===== src/pbm_pkg.sv =====
/*
  Shared constants and types for the port-B bus-matching and byte-swap block.
  Assumes a single 50 MHz clock domain and a 32-bit AXI4-Lite register bus.
*/
`default_nettype none
package pbm_pkg;
  localparam int DATA_W  = 36;
  localparam int HALF_W  = 18;
  localparam int BYTE_W  = 9;
  localparam int ADDR_W  = 8;
  localparam int EVT_W   = 4;

  localparam logic [7:0] OFS_STATUS  = 8'h00;
  localparam logic [7:0] OFS_MASK    = 8'h04;
  localparam logic [7:0] OFS_CONTROL = 8'h08;
  localparam logic [7:0] OFS_STATE   = 8'h0c;

  localparam logic [3:0] MASK_RESET  = 4'h0;
  localparam int CTL_PAR_EN  = 0;
  localparam int CTL_PAR_ODD = 1;
  localparam logic [1:0] CTL_RESET   = 2'h1;

  localparam logic [1:0] RESP_OKAY   = 2'h0;
  localparam logic [1:0] RESP_SLVERR = 2'h2;

  localparam logic [1:0] LAST_WORD   = 2'h1;
  localparam logic [1:0] LAST_BYTE   = 2'h3;

  // Order follows the code on the two size-select pins.
  typedef enum logic [1:0] {SZ_LONG, SZ_WORD, SZ_BYTE, SZ_MAIL} pbm_size_t;

  typedef struct packed {
    logic underflow;
    logic overflow;
    logic mailIn;
    logic parity;
  } pbm_evt_t;

  typedef struct packed {
    pbm_size_t  size;
    logic [1:0] swap;
    logic       big;
  } pbm_sel_t;
endpackage
`default_nettype wire


===== src/pbm_port_b.sv =====
/*
  Port-B bus matching, byte swapping, mailbox access and parity check.
  Assumes queues with valid/ready handshakes outside, a host on port B
  synchronous to clock, and software on AXI4-Lite.
*/
`timescale 1ns/100ps
`default_nettype none
module pbm_port_b
  import pbm_pkg::*;
(
  input  wire logic              clock,
  input  wire logic              reset_n,
  input  wire logic [ADDR_W-1:0] awaddr,
  input  wire logic              awvalid,
  output logic                   awready,
  input  wire logic [31:0]       wdata,
  input  wire logic [3:0]        wstrb,
  input  wire logic              wvalid,
  output logic                   wready,
  output logic [1:0]             bresp,
  output logic                   bvalid,
  input  wire logic              bready,
  input  wire logic [ADDR_W-1:0] araddr,
  input  wire logic              arvalid,
  output logic                   arready,
  output logic [31:0]            rdata,
  output logic [1:0]             rresp,
  output logic                   rvalid,
  input  wire logic              rready,
  output logic                   irq,
  input  wire logic              portBEnable,
  input  wire logic              portBDirRead,
  input  wire logic [DATA_W-1:0] portBDataIn,
  output logic [DATA_W-1:0]      portBDataOut,
  output logic                   portBDataOe,
  input  wire logic              portBSizeSelLo,
  input  wire logic              portBSizeSelHi,
  input  wire logic              swapSelLo,
  input  wire logic              swapSelHi,
  input  wire logic              endianSelect,
  output logic                   portBParityErrorFlagN,
  input  wire logic [DATA_W-1:0] aToBQueueData,
  input  wire logic              aToBQueueValid,
  output logic                   aToBQueueReady,
  output logic [DATA_W-1:0]      bToAQueueData,
  output logic                   bToAQueueValid,
  input  wire logic              bToAQueueReady,
  input  wire logic [DATA_W-1:0] outboundMailbox,
  output logic [DATA_W-1:0]      inboundMailbox
);

  function automatic logic [DATA_W-1:0] swapFn(input logic [DATA_W-1:0] w, input logic [1:0] c);
    case (c)
      2'h1:    swapFn = {w[8:0], w[17:9], w[26:18], w[35:27]};
      2'h2:    swapFn = {w[17:0], w[35:18]};
      2'h3:    swapFn = {w[26:18], w[35:27], w[8:0], w[17:9]};
      default: swapFn = w;
    endcase
  endfunction

  // Lowest bit of the byte lane of the long word that a given piece occupies.
  function automatic logic [5:0] laneBase(input logic [1:0] ph, input logic big);
    logic [1:0] idx;
    idx = big ? 2'(2'h3 - ph) : ph;
    laneBase = 6'(idx) * 6'd9;
  endfunction

  pbm_sel_t        sel;
  logic            wrReq;
  logic            rdReq;
  logic            fifoWr;
  logic            fifoRd;
  logic            mailWr;
  logic            mailRd;
  logic [1:0]      wrPhase;
  logic [1:0]      rdPhase;
  logic [1:0]      wrSwapUse;
  logic            wrLast;
  logic            pushFree;
  logic            wrTake;
  logic            wrRefuse;
  logic            rdTake;
  logic            rdRefuse;
  logic [DATA_W-1:0] asm;
  logic [DATA_W-1:0] rdSrc;
  logic [DATA_W-1:0] dout_nxt;
  logic [3:0]      laneBad;
  logic [3:0]      laneMask;
  logic            parErr;
  pbm_evt_t        evt;

  logic [1:0]      wrPh_r;
  pbm_size_t       wrSize_r;
  logic [1:0]      wrSwap_r;
  logic [DATA_W-1:0] wrAux_r;
  logic [1:0]      rdPh_r;
  pbm_size_t       rdSize_r;
  logic [DATA_W-1:0] rdWord_r;
  logic [DATA_W-1:0] dout_r;
  logic [DATA_W-1:0] push_r;
  logic            pushValid_r;
  logic [DATA_W-1:0] mailIn_r;
  logic            parN_r;
  logic [EVT_W-1:0] status_r;
  logic [EVT_W-1:0] mask_r;
  logic [1:0]      ctl_r;

  assign sel.size = pbm_size_t'({portBSizeSelHi, portBSizeSelLo});
  assign sel.swap = {swapSelHi, swapSelLo};
  assign sel.big  = endianSelect;

  assign wrReq  = portBEnable && !portBDirRead;
  assign rdReq  = portBEnable && portBDirRead;
  assign mailWr = wrReq && (sel.size == SZ_MAIL);
  assign mailRd = rdReq && (sel.size == SZ_MAIL);
  assign fifoWr = wrReq && (sel.size != SZ_MAIL);
  assign fifoRd = rdReq && (sel.size != SZ_MAIL);

  // A new bus size restarts assembly; held pieces are lost if the host
  // changes size mid-word, so it must not.
  assign wrPhase = (sel.size != wrSize_r) ? 2'h0 : wrPh_r;
  assign rdPhase = (sel.size != rdSize_r) ? 2'h0 : rdPh_r;

  assign wrSwapUse = (wrPhase == 2'h0) ? sel.swap : wrSwap_r;
  assign wrLast = (sel.size == SZ_LONG)
                || (sel.size == SZ_WORD && wrPhase == LAST_WORD)
                || (sel.size == SZ_BYTE && wrPhase == LAST_BYTE);
  assign pushFree = !pushValid_r || bToAQueueReady;
  assign wrTake   = fifoWr && pushFree;
  assign wrRefuse = fifoWr && !pushFree;

  assign rdTake   = fifoRd && (rdPhase != 2'h0 || aToBQueueValid);
  assign rdRefuse = fifoRd && !rdTake;
  assign aToBQueueReady = fifoRd && rdPhase == 2'h0 && aToBQueueValid;

  always_comb begin
    asm = wrAux_r;
    case (sel.size)
      SZ_WORD: begin
        if (sel.big ^ wrPhase[0]) begin
          asm[35:18] = sel.big ? portBDataIn[35:18] : portBDataIn[17:0];
        end else begin
          asm[17:0] = sel.big ? portBDataIn[35:18] : portBDataIn[17:0];
        end
      end
      SZ_BYTE: begin
        asm[laneBase(wrPhase, sel.big) +: BYTE_W] =
          sel.big ? portBDataIn[35:27] : portBDataIn[8:0];
      end
      default: asm = portBDataIn;
    endcase
  end

  assign rdSrc = (rdPhase == 2'h0) ? swapFn(aToBQueueData, sel.swap) : rdWord_r;

  always_comb begin
    dout_nxt = dout_r;
    if (mailRd) begin
      dout_nxt = outboundMailbox;
    end else if (rdTake) begin
      case (sel.size)
        SZ_WORD: begin
          // Only one half moves; the other keeps its last value.
          if (sel.big) begin
            dout_nxt[35:18] = rdPhase[0] ? rdSrc[17:0] : rdSrc[35:18];
          end else begin
            dout_nxt[17:0] = rdPhase[0] ? rdSrc[35:18] : rdSrc[17:0];
          end
        end
        SZ_BYTE: begin
          if (sel.big) begin
            dout_nxt[35:27] = rdSrc[laneBase(rdPhase, 1'b1) +: BYTE_W];
          end else begin
            dout_nxt[8:0] = rdSrc[laneBase(rdPhase, 1'b0) +: BYTE_W];
          end
        end
        default: dout_nxt = rdSrc;
      endcase
    end
  end

  always_comb begin
    laneBad = '0;
    for (int i = 0; i < 4; i++) begin
      laneBad[i] = ~^portBDataIn[i*BYTE_W +: BYTE_W] ^ !ctl_r[CTL_PAR_ODD];
    end
    case (sel.size)
      SZ_WORD: laneMask = sel.big ? 4'hc : 4'h3;
      SZ_BYTE: laneMask = sel.big ? 4'h8 : 4'h2;
      default: laneMask = 4'hf;
    endcase
  end
  assign parErr = wrReq && ctl_r[CTL_PAR_EN] && |(laneBad & laneMask);

  always_ff @(posedge clock) begin
    if (!reset_n) begin
      wrPh_r   <= 2'h0;
      wrSize_r <= SZ_LONG;
      wrSwap_r <= 2'h0;
      wrAux_r  <= '0;
    end else if (wrTake) begin
      wrSize_r <= sel.size;
      wrSwap_r <= wrSwapUse;
      wrAux_r  <= asm;
      wrPh_r   <= wrLast ? 2'h0 : 2'(wrPhase + 2'h1);
    end
  end

  always_ff @(posedge clock) begin
    if (!reset_n) begin
      pushValid_r <= 1'b0;
      push_r      <= '0;
    end else if (wrTake && wrLast) begin
      pushValid_r <= 1'b1;
      push_r      <= swapFn(asm, wrSwapUse);
    end else if (bToAQueueReady) begin
      pushValid_r <= 1'b0;
    end
  end

  always_ff @(posedge clock) begin
    if (!reset_n) begin
      rdPh_r   <= 2'h0;
      rdSize_r <= SZ_LONG;
      rdWord_r <= '0;
    end else if (rdTake) begin
      rdSize_r <= sel.size;
      if (rdPhase == 2'h0) begin
        rdWord_r <= rdSrc;
      end
      if (sel.size == SZ_LONG || (sel.size == SZ_WORD && rdPhase == LAST_WORD)) begin
        rdPh_r <= 2'h0;
      end else begin
        rdPh_r <= 2'(rdPhase + 2'h1);
      end
    end
  end

  always_ff @(posedge clock) begin
    if (!reset_n) begin
      dout_r   <= '0;
      mailIn_r <= '0;
      parN_r   <= 1'b1;
    end else begin
      dout_r <= dout_nxt;
      parN_r <= !parErr;
      if (mailWr) begin
        mailIn_r <= portBDataIn;
      end
    end
  end

  assign portBDataOut          = dout_r;
  assign portBDataOe           = portBDirRead;
  assign portBParityErrorFlagN = parN_r;
  assign bToAQueueData         = push_r;
  assign bToAQueueValid        = pushValid_r;
  assign inboundMailbox        = mailIn_r;

  // Register bus: address and data are held separately, then applied together.
  logic              awHeld_r;
  logic              wHeld_r;
  logic [ADDR_W-1:0] awAddr_r;
  logic [31:0]       wData_r;
  logic              wLane0_r;
  logic              bvalid_r;
  logic [1:0]        bresp_r;
  logic              rvalid_r;
  logic [1:0]        rresp_r;
  logic [31:0]       rdata_r;
  logic              doWrite;
  logic              wrHit;
  logic              arHit;
  logic [31:0]       regRd;
  logic [EVT_W-1:0]  clrBits;

  assign evt.underflow = rdRefuse;
  assign evt.overflow  = wrRefuse;
  assign evt.mailIn    = mailWr;
  assign evt.parity    = parErr;

  assign awready = !awHeld_r && !bvalid_r;
  assign wready  = !wHeld_r && !bvalid_r;
  assign arready = !rvalid_r;
  assign doWrite = awHeld_r && wHeld_r && !bvalid_r;
  assign wrHit   = awAddr_r == OFS_STATUS || awAddr_r == OFS_MASK || awAddr_r == OFS_CONTROL
                || awAddr_r == OFS_STATE;
  assign arHit   = araddr == OFS_STATUS || araddr == OFS_MASK || araddr == OFS_CONTROL
                || araddr == OFS_STATE;
  assign clrBits = (doWrite && wLane0_r && awAddr_r == OFS_STATUS) ? wData_r[EVT_W-1:0] : '0;
  assign regRd   = (araddr == OFS_STATUS)  ? {28'h0, status_r} :
                   (araddr == OFS_MASK)    ? {28'h0, mask_r} :
                   (araddr == OFS_CONTROL) ? {30'h0, ctl_r} :
                   (araddr == OFS_STATE)   ? {23'h0, pushValid_r, rdSize_r, wrSize_r, rdPh_r, wrPh_r} :
                   32'h0;

  always_ff @(posedge clock) begin
    if (!reset_n) begin
      awHeld_r <= 1'b0;
      wHeld_r  <= 1'b0;
      awAddr_r <= '0;
      wData_r  <= '0;
      wLane0_r <= 1'b0;
      bvalid_r <= 1'b0;
      bresp_r  <= RESP_OKAY;
    end else begin
      if (awvalid && awready) begin
        awHeld_r <= 1'b1;
        awAddr_r <= awaddr;
      end
      if (wvalid && wready) begin
        wHeld_r  <= 1'b1;
        wData_r  <= wdata;
        wLane0_r <= wstrb[0];
      end
      if (doWrite) begin
        awHeld_r <= 1'b0;
        wHeld_r  <= 1'b0;
        bvalid_r <= 1'b1;
        bresp_r  <= wrHit ? RESP_OKAY : RESP_SLVERR;
      end else if (bready) begin
        bvalid_r <= 1'b0;
      end
    end
  end

  always_ff @(posedge clock) begin
    if (!reset_n) begin
      mask_r   <= MASK_RESET;
      ctl_r    <= CTL_RESET;
      status_r <= '0;
    end else begin
      // A new event in the clearing cycle survives the clear.
      status_r <= (status_r & ~clrBits) | evt;
      if (doWrite && wLane0_r && awAddr_r == OFS_MASK) begin
        mask_r <= wData_r[EVT_W-1:0];
      end
      if (doWrite && wLane0_r && awAddr_r == OFS_CONTROL) begin
        ctl_r <= wData_r[1:0];
      end
    end
  end

  always_ff @(posedge clock) begin
    if (!reset_n) begin
      rvalid_r <= 1'b0;
      rdata_r  <= '0;
      rresp_r  <= RESP_OKAY;
    end else if (arvalid && arready) begin
      rvalid_r <= 1'b1;
      rdata_r  <= regRd;
      rresp_r  <= arHit ? RESP_OKAY : RESP_SLVERR;
    end else if (rready) begin
      rvalid_r <= 1'b0;
    end
  end

  assign bvalid = bvalid_r;
  assign bresp  = bresp_r;
  assign rvalid = rvalid_r;
  assign rdata  = rdata_r;
  assign rresp  = rresp_r;
  assign irq    = |(status_r & mask_r);
endmodule
`default_nettype wire


===== config.mk =====
export PLATFORM = sky130hd
export DESIGN_NAME = pbm_port_b
export DESIGN_NICKNAME = d
export VERILOG_FILES = /design/src/pbm_pkg.sv /design/src/pbm_port_b.sv
export SDC_FILE = /design/constraint.sdc
export NUM_CORES = 1
export LEC_CHECK = 0
export BUFFER_PORTS_ARGS = -buffer_cell sky130_fd_sc_hd__buf_4
export CAP_MARGIN = 20
export CORE_ASPECT_RATIO = 1.25
export CORE_MARGIN = 2
export CORE_UTILIZATION = 55
export CTS_BUF_LIST = sky130_fd_sc_hd__clkbuf_8
export CTS_CLUSTER_SIZE = 12
export DETAILED_ROUTE_END_ITERATION = 12
export PLACE_DENSITY = 0.81
export RECOVER_POWER = 50
export SLEW_MARGIN = 20
export SYNTH_ARGS = -nofsm -noshare
export SYNTH_HDL_FRONTEND = slang
export SYNTH_SLANG_ARGS = --single-unit
export TNS_END_PERCENT = 20

===== constraint.sdc =====
create_clock -name clock -period 8.6 [get_ports clock]
set_clock_uncertainty 0.1 [all_clocks]
set_input_delay 0.86 -clock clock [delete_from_list [all_inputs] [get_ports clock]]
set_output_delay 0.86 -clock clock [all_outputs]
set_load 0.05 [all_outputs]

==> flow_metrics.env <==
export IMPL_status="complete, but fails checks"
export IMPL_violations="max-capacitance violations, max-slew violations"
export IMPL_critPathKind="input port to flop"
export IMPL_die_height_um=184.7
export IMPL_cpMostUsedCell="clkbuf_1"
export IMPL_hold_class="flop to flop"
export IMPL_fp_coreArea_um2=25850
export IMPL_drc=0
export IMPL_io_pins=330
export IMPL_fin_setup_tns_ns=0
export IMPL_cp_required_ns=8.95
export IMPL_grt_max_degree=76
export IMPL_cp_start_kind="input port"
export IMPL_finalNonFillerCells=2320
export IMPL_maxSlewHeadroom_pct=-58.77
export IMPL_async_flop_share_pct=0
export IMPL_vias_per_cell=6.447
export IMPL_ys_warn_count=0
export IMPL_drtPass1Iterations=6
export IMPL_ys_seq_elements=230
export IMPL_seq_area_frac_synth_pct=32.05
export IMPL_cts_setup_buffers=0
export IMPL_maxSlewViolCount=201
export IMPL_fmax_mhz=149.3
export IMPL_synth_edf_count=0
export IMPL_clockBufferDepth=3
export IMPL_finalPower_mw=2.790
export IMPL_cp_end_kind="flop"
export IMPL_syn_to_final_growth_pct=14.54
export IMPL_cp_max_fo=75
export IMPL_post_dp_cell_area_um2=16220
export IMPL_cpLargestDelayFamily="buffers and inverters"
export IMPL_fp_row_count=66
export IMPL_postLayoutCellArea_um2=16450
export IMPL_gp_congestion=0.9437
export IMPL_wirelength_um=48640
export IMPL_cts_sinks=230
export IMPL_rsz0062_at_grt="false"
export IMPL_grt_total_usage_pct=33.86
export IMPL_fin_ws_ns=1.900
export IMPL_place_inst=2255
export IMPL_crit_buf_inv=4
export IMPL_netlist_top_cells_area="dfxtp_1 (32%), nand2_1 (6.0%), mux2i_1 (5.7%), nor2_1 (4.9%), mux4_2 (4.4%)"
export IMPL_numCtsBuffers=39
export IMPL_maxCapViolCount=4
export IMPL_antenna_found_initial=0
export IMPL_io_buffers=273
export IMPL_dpl_hpwl_um=33830
export IMPL_crit_path_max_incr_delay_ns=2.37
export IMPL_synthTopCellsByCount="nand2_1 (231), dfxtp_1 (230), nor2_1 (189), a21oi_1 (123), clkbuf_1 (122)"
export IMPL_ant_nets=0
export IMPL_synth_cell_types=79
export IMPL_peakVddDrop_v=0.00009654
export IMPL_nets=2144
export IMPL_die_w_um=148.6
export IMPL_first_global_vias=13970
export IMPL_cts_resized=0
export IMPL_ys_flop_type="dfxtp_1"
export IMPL_fin_crit_sh_pct=77.90
export IMPL_crit_path_top_delay_cell="clkinvlp_2"
export IMPL_yosys_area_top_type_share_pct=32.05
export IMPL_tightestPinTransition_ns=2.382
export IMPL_yosysMostFrequentCell="nand2_1"
export IMPL_detail_route_wl_per_cell_um=20.97
export IMPL_vias=14960
export IMPL_grt_pass1_wl_um=74750
export IMPL_period_needed_ns=6.700
export IMPL_initial_utilization_pct=55.58
export IMPL_hold_viol=0
export IMPL_power_leakage_nw=6.308
export IMPL_clk_pin_slew_ns=0.06
export IMPL_drive_gt1_share_pct=14.80
export IMPL_clock_latency_ns=0.56
export IMPL_cp_arrival_ns=7.05
export IMPL_cts_tree="yes"
export IMPL_die_area_um2=27440
export IMPL_synthesis_area_um2=14370
export IMPL_yosysTopAreaCell="dfxtp_1"
export IMPL_powerDensity_nw_per_um2=169.5
export IMPL_drt_iter0_drc=1684
export IMPL_setup_violations=0
export IMPL_cts_hold_buf=0
export IMPL_utilization_pct=63.66
export IMPL_holdWs_ns=0.3555
export IMPL_diodes=0
export IMPL_place_ws_ns=2.709
export IMPL_h_tree_depth=2
export IMPL_path_cells="clkbuf_1 > clkinvlp_2 > clkbuf_1 > buf_4 > a311oi_1"
export IMPL_ctsRootBufferMaster="clkbuf_8"
export IMPL_grt_overflow_total=0
export IMPL_synthCells=1789
export IMPL_synth_area_per_cell_um2=8.030
==> per-layer routing <==
layer  wire (µm)  vias to the layer above  GRT usage, %  part of all wire (%)
li1            -                     6894             -                     -
met1       17610                     6998         39.25                    36
met2       23540                      864         57.44                    48
met3        3899                      202         5.050                   8.0
met4        3589                        0         23.43                   7.4
met5           0                        -             0                     0
==> final cells by class <==
class                      count  area [µm²]
clock inverter                19       82.58
timing repair buffer         291        1700
multi-input combinational   1364        8895
clock buffer                  46       633.1
tap                          340       425.4
sequential                   230        4604
inverter                      30       113.9
fill                        2384        9393
==> state kept, by name (all words and copies together) (netlist names), 2 cells and up <==
register / flops
bToAQueueData: 36
inboundMailbox: 36
portBDataOut: 36
rdWord_r: 36
wrAux_r: 36
rdata: 9
awAddr_r: 8
mask_r: 4
status_r: 4
wData_r: 4
ctl_r: 2
rdPh_r: 2
rdSize_r: 2
wrPh_r: 2
wrSize_r: 2
wrSwap_r: 2
==> cell usage in the layout, fill, tap and decap left out, types with 32 or more instances in the layout <==
| cell type | n |
|---|---|
| nand2_1 | 231 |
| dfxtp_1 | 230 |
| nor2_1 | 189 |
| buf_4 | 159 |
| clkbuf_1 | 131 |
| a21oi_1 | 122 |
| mux2i_1 | 82 |
| o21ai_0 | 82 |
| a211oi_1 | 69 |
| nand3_1 | 59 |
| nor3_1 | 50 |
| clkbuf_8 | 46 |
| inv_1 | 39 |
| o22ai_1 | 35 |
| o221ai_1 | 32 |
==> worst reg2reg max path: stages (launching register included) <==
cell	delay (ns)
dfxtp_1	0.53
xor2_2	0.23
nor2_1	0.61
nand2_1	0.30
xnor2_1	0.22
ha_1	0.56
nor2b_1	0.74
nand2_1	0.42
o221ai_1	0.29
a21oi_1	0.11
o22ai_1	0.43
mux2i_1	0.27
a211oi_1	0.26
==> logic make-up after synthesis <==
family	count (synthesis)	share of synthesized area [%]
simple gates	613	18.86
mux	129	11.61
other cells	1	0.02610
flops	230	32.05
fa+ha+maj	12	1.045
xor+xnor	39	3.127
buf+inv	219	6.959
compound gates	546	26.32
==> final timing paths <==
path	start	end	slack (ns)	depth (start not counted)
max reg2reg	wrSize_r[0]	bToAQueueData[2]	3.46	12
min reg2reg	inboundMailbox[0]	inboundMailbox[0]	0.36	2
min	inboundMailbox[0]	inboundMailbox[0]	0.36	2
max	reset_n	bresp[1]	1.90	5
==> report_power, final <==
| group | internal, mW | switching, mW | leakage, nW | total [mW] |
|---|---|---|---|---|
| registers | 1.11 | 0.0324 | 1.87 | 1.15 |
| clock network | 0.483 | 0.456 | 0.423 | 0.939 |
| logic | 0.234 | 0.471 | 4.01 | 0.705 |
| total | 1.83 | 0.960 | 6.31 | 2.79 |
(Power assumes the default switching activity.)
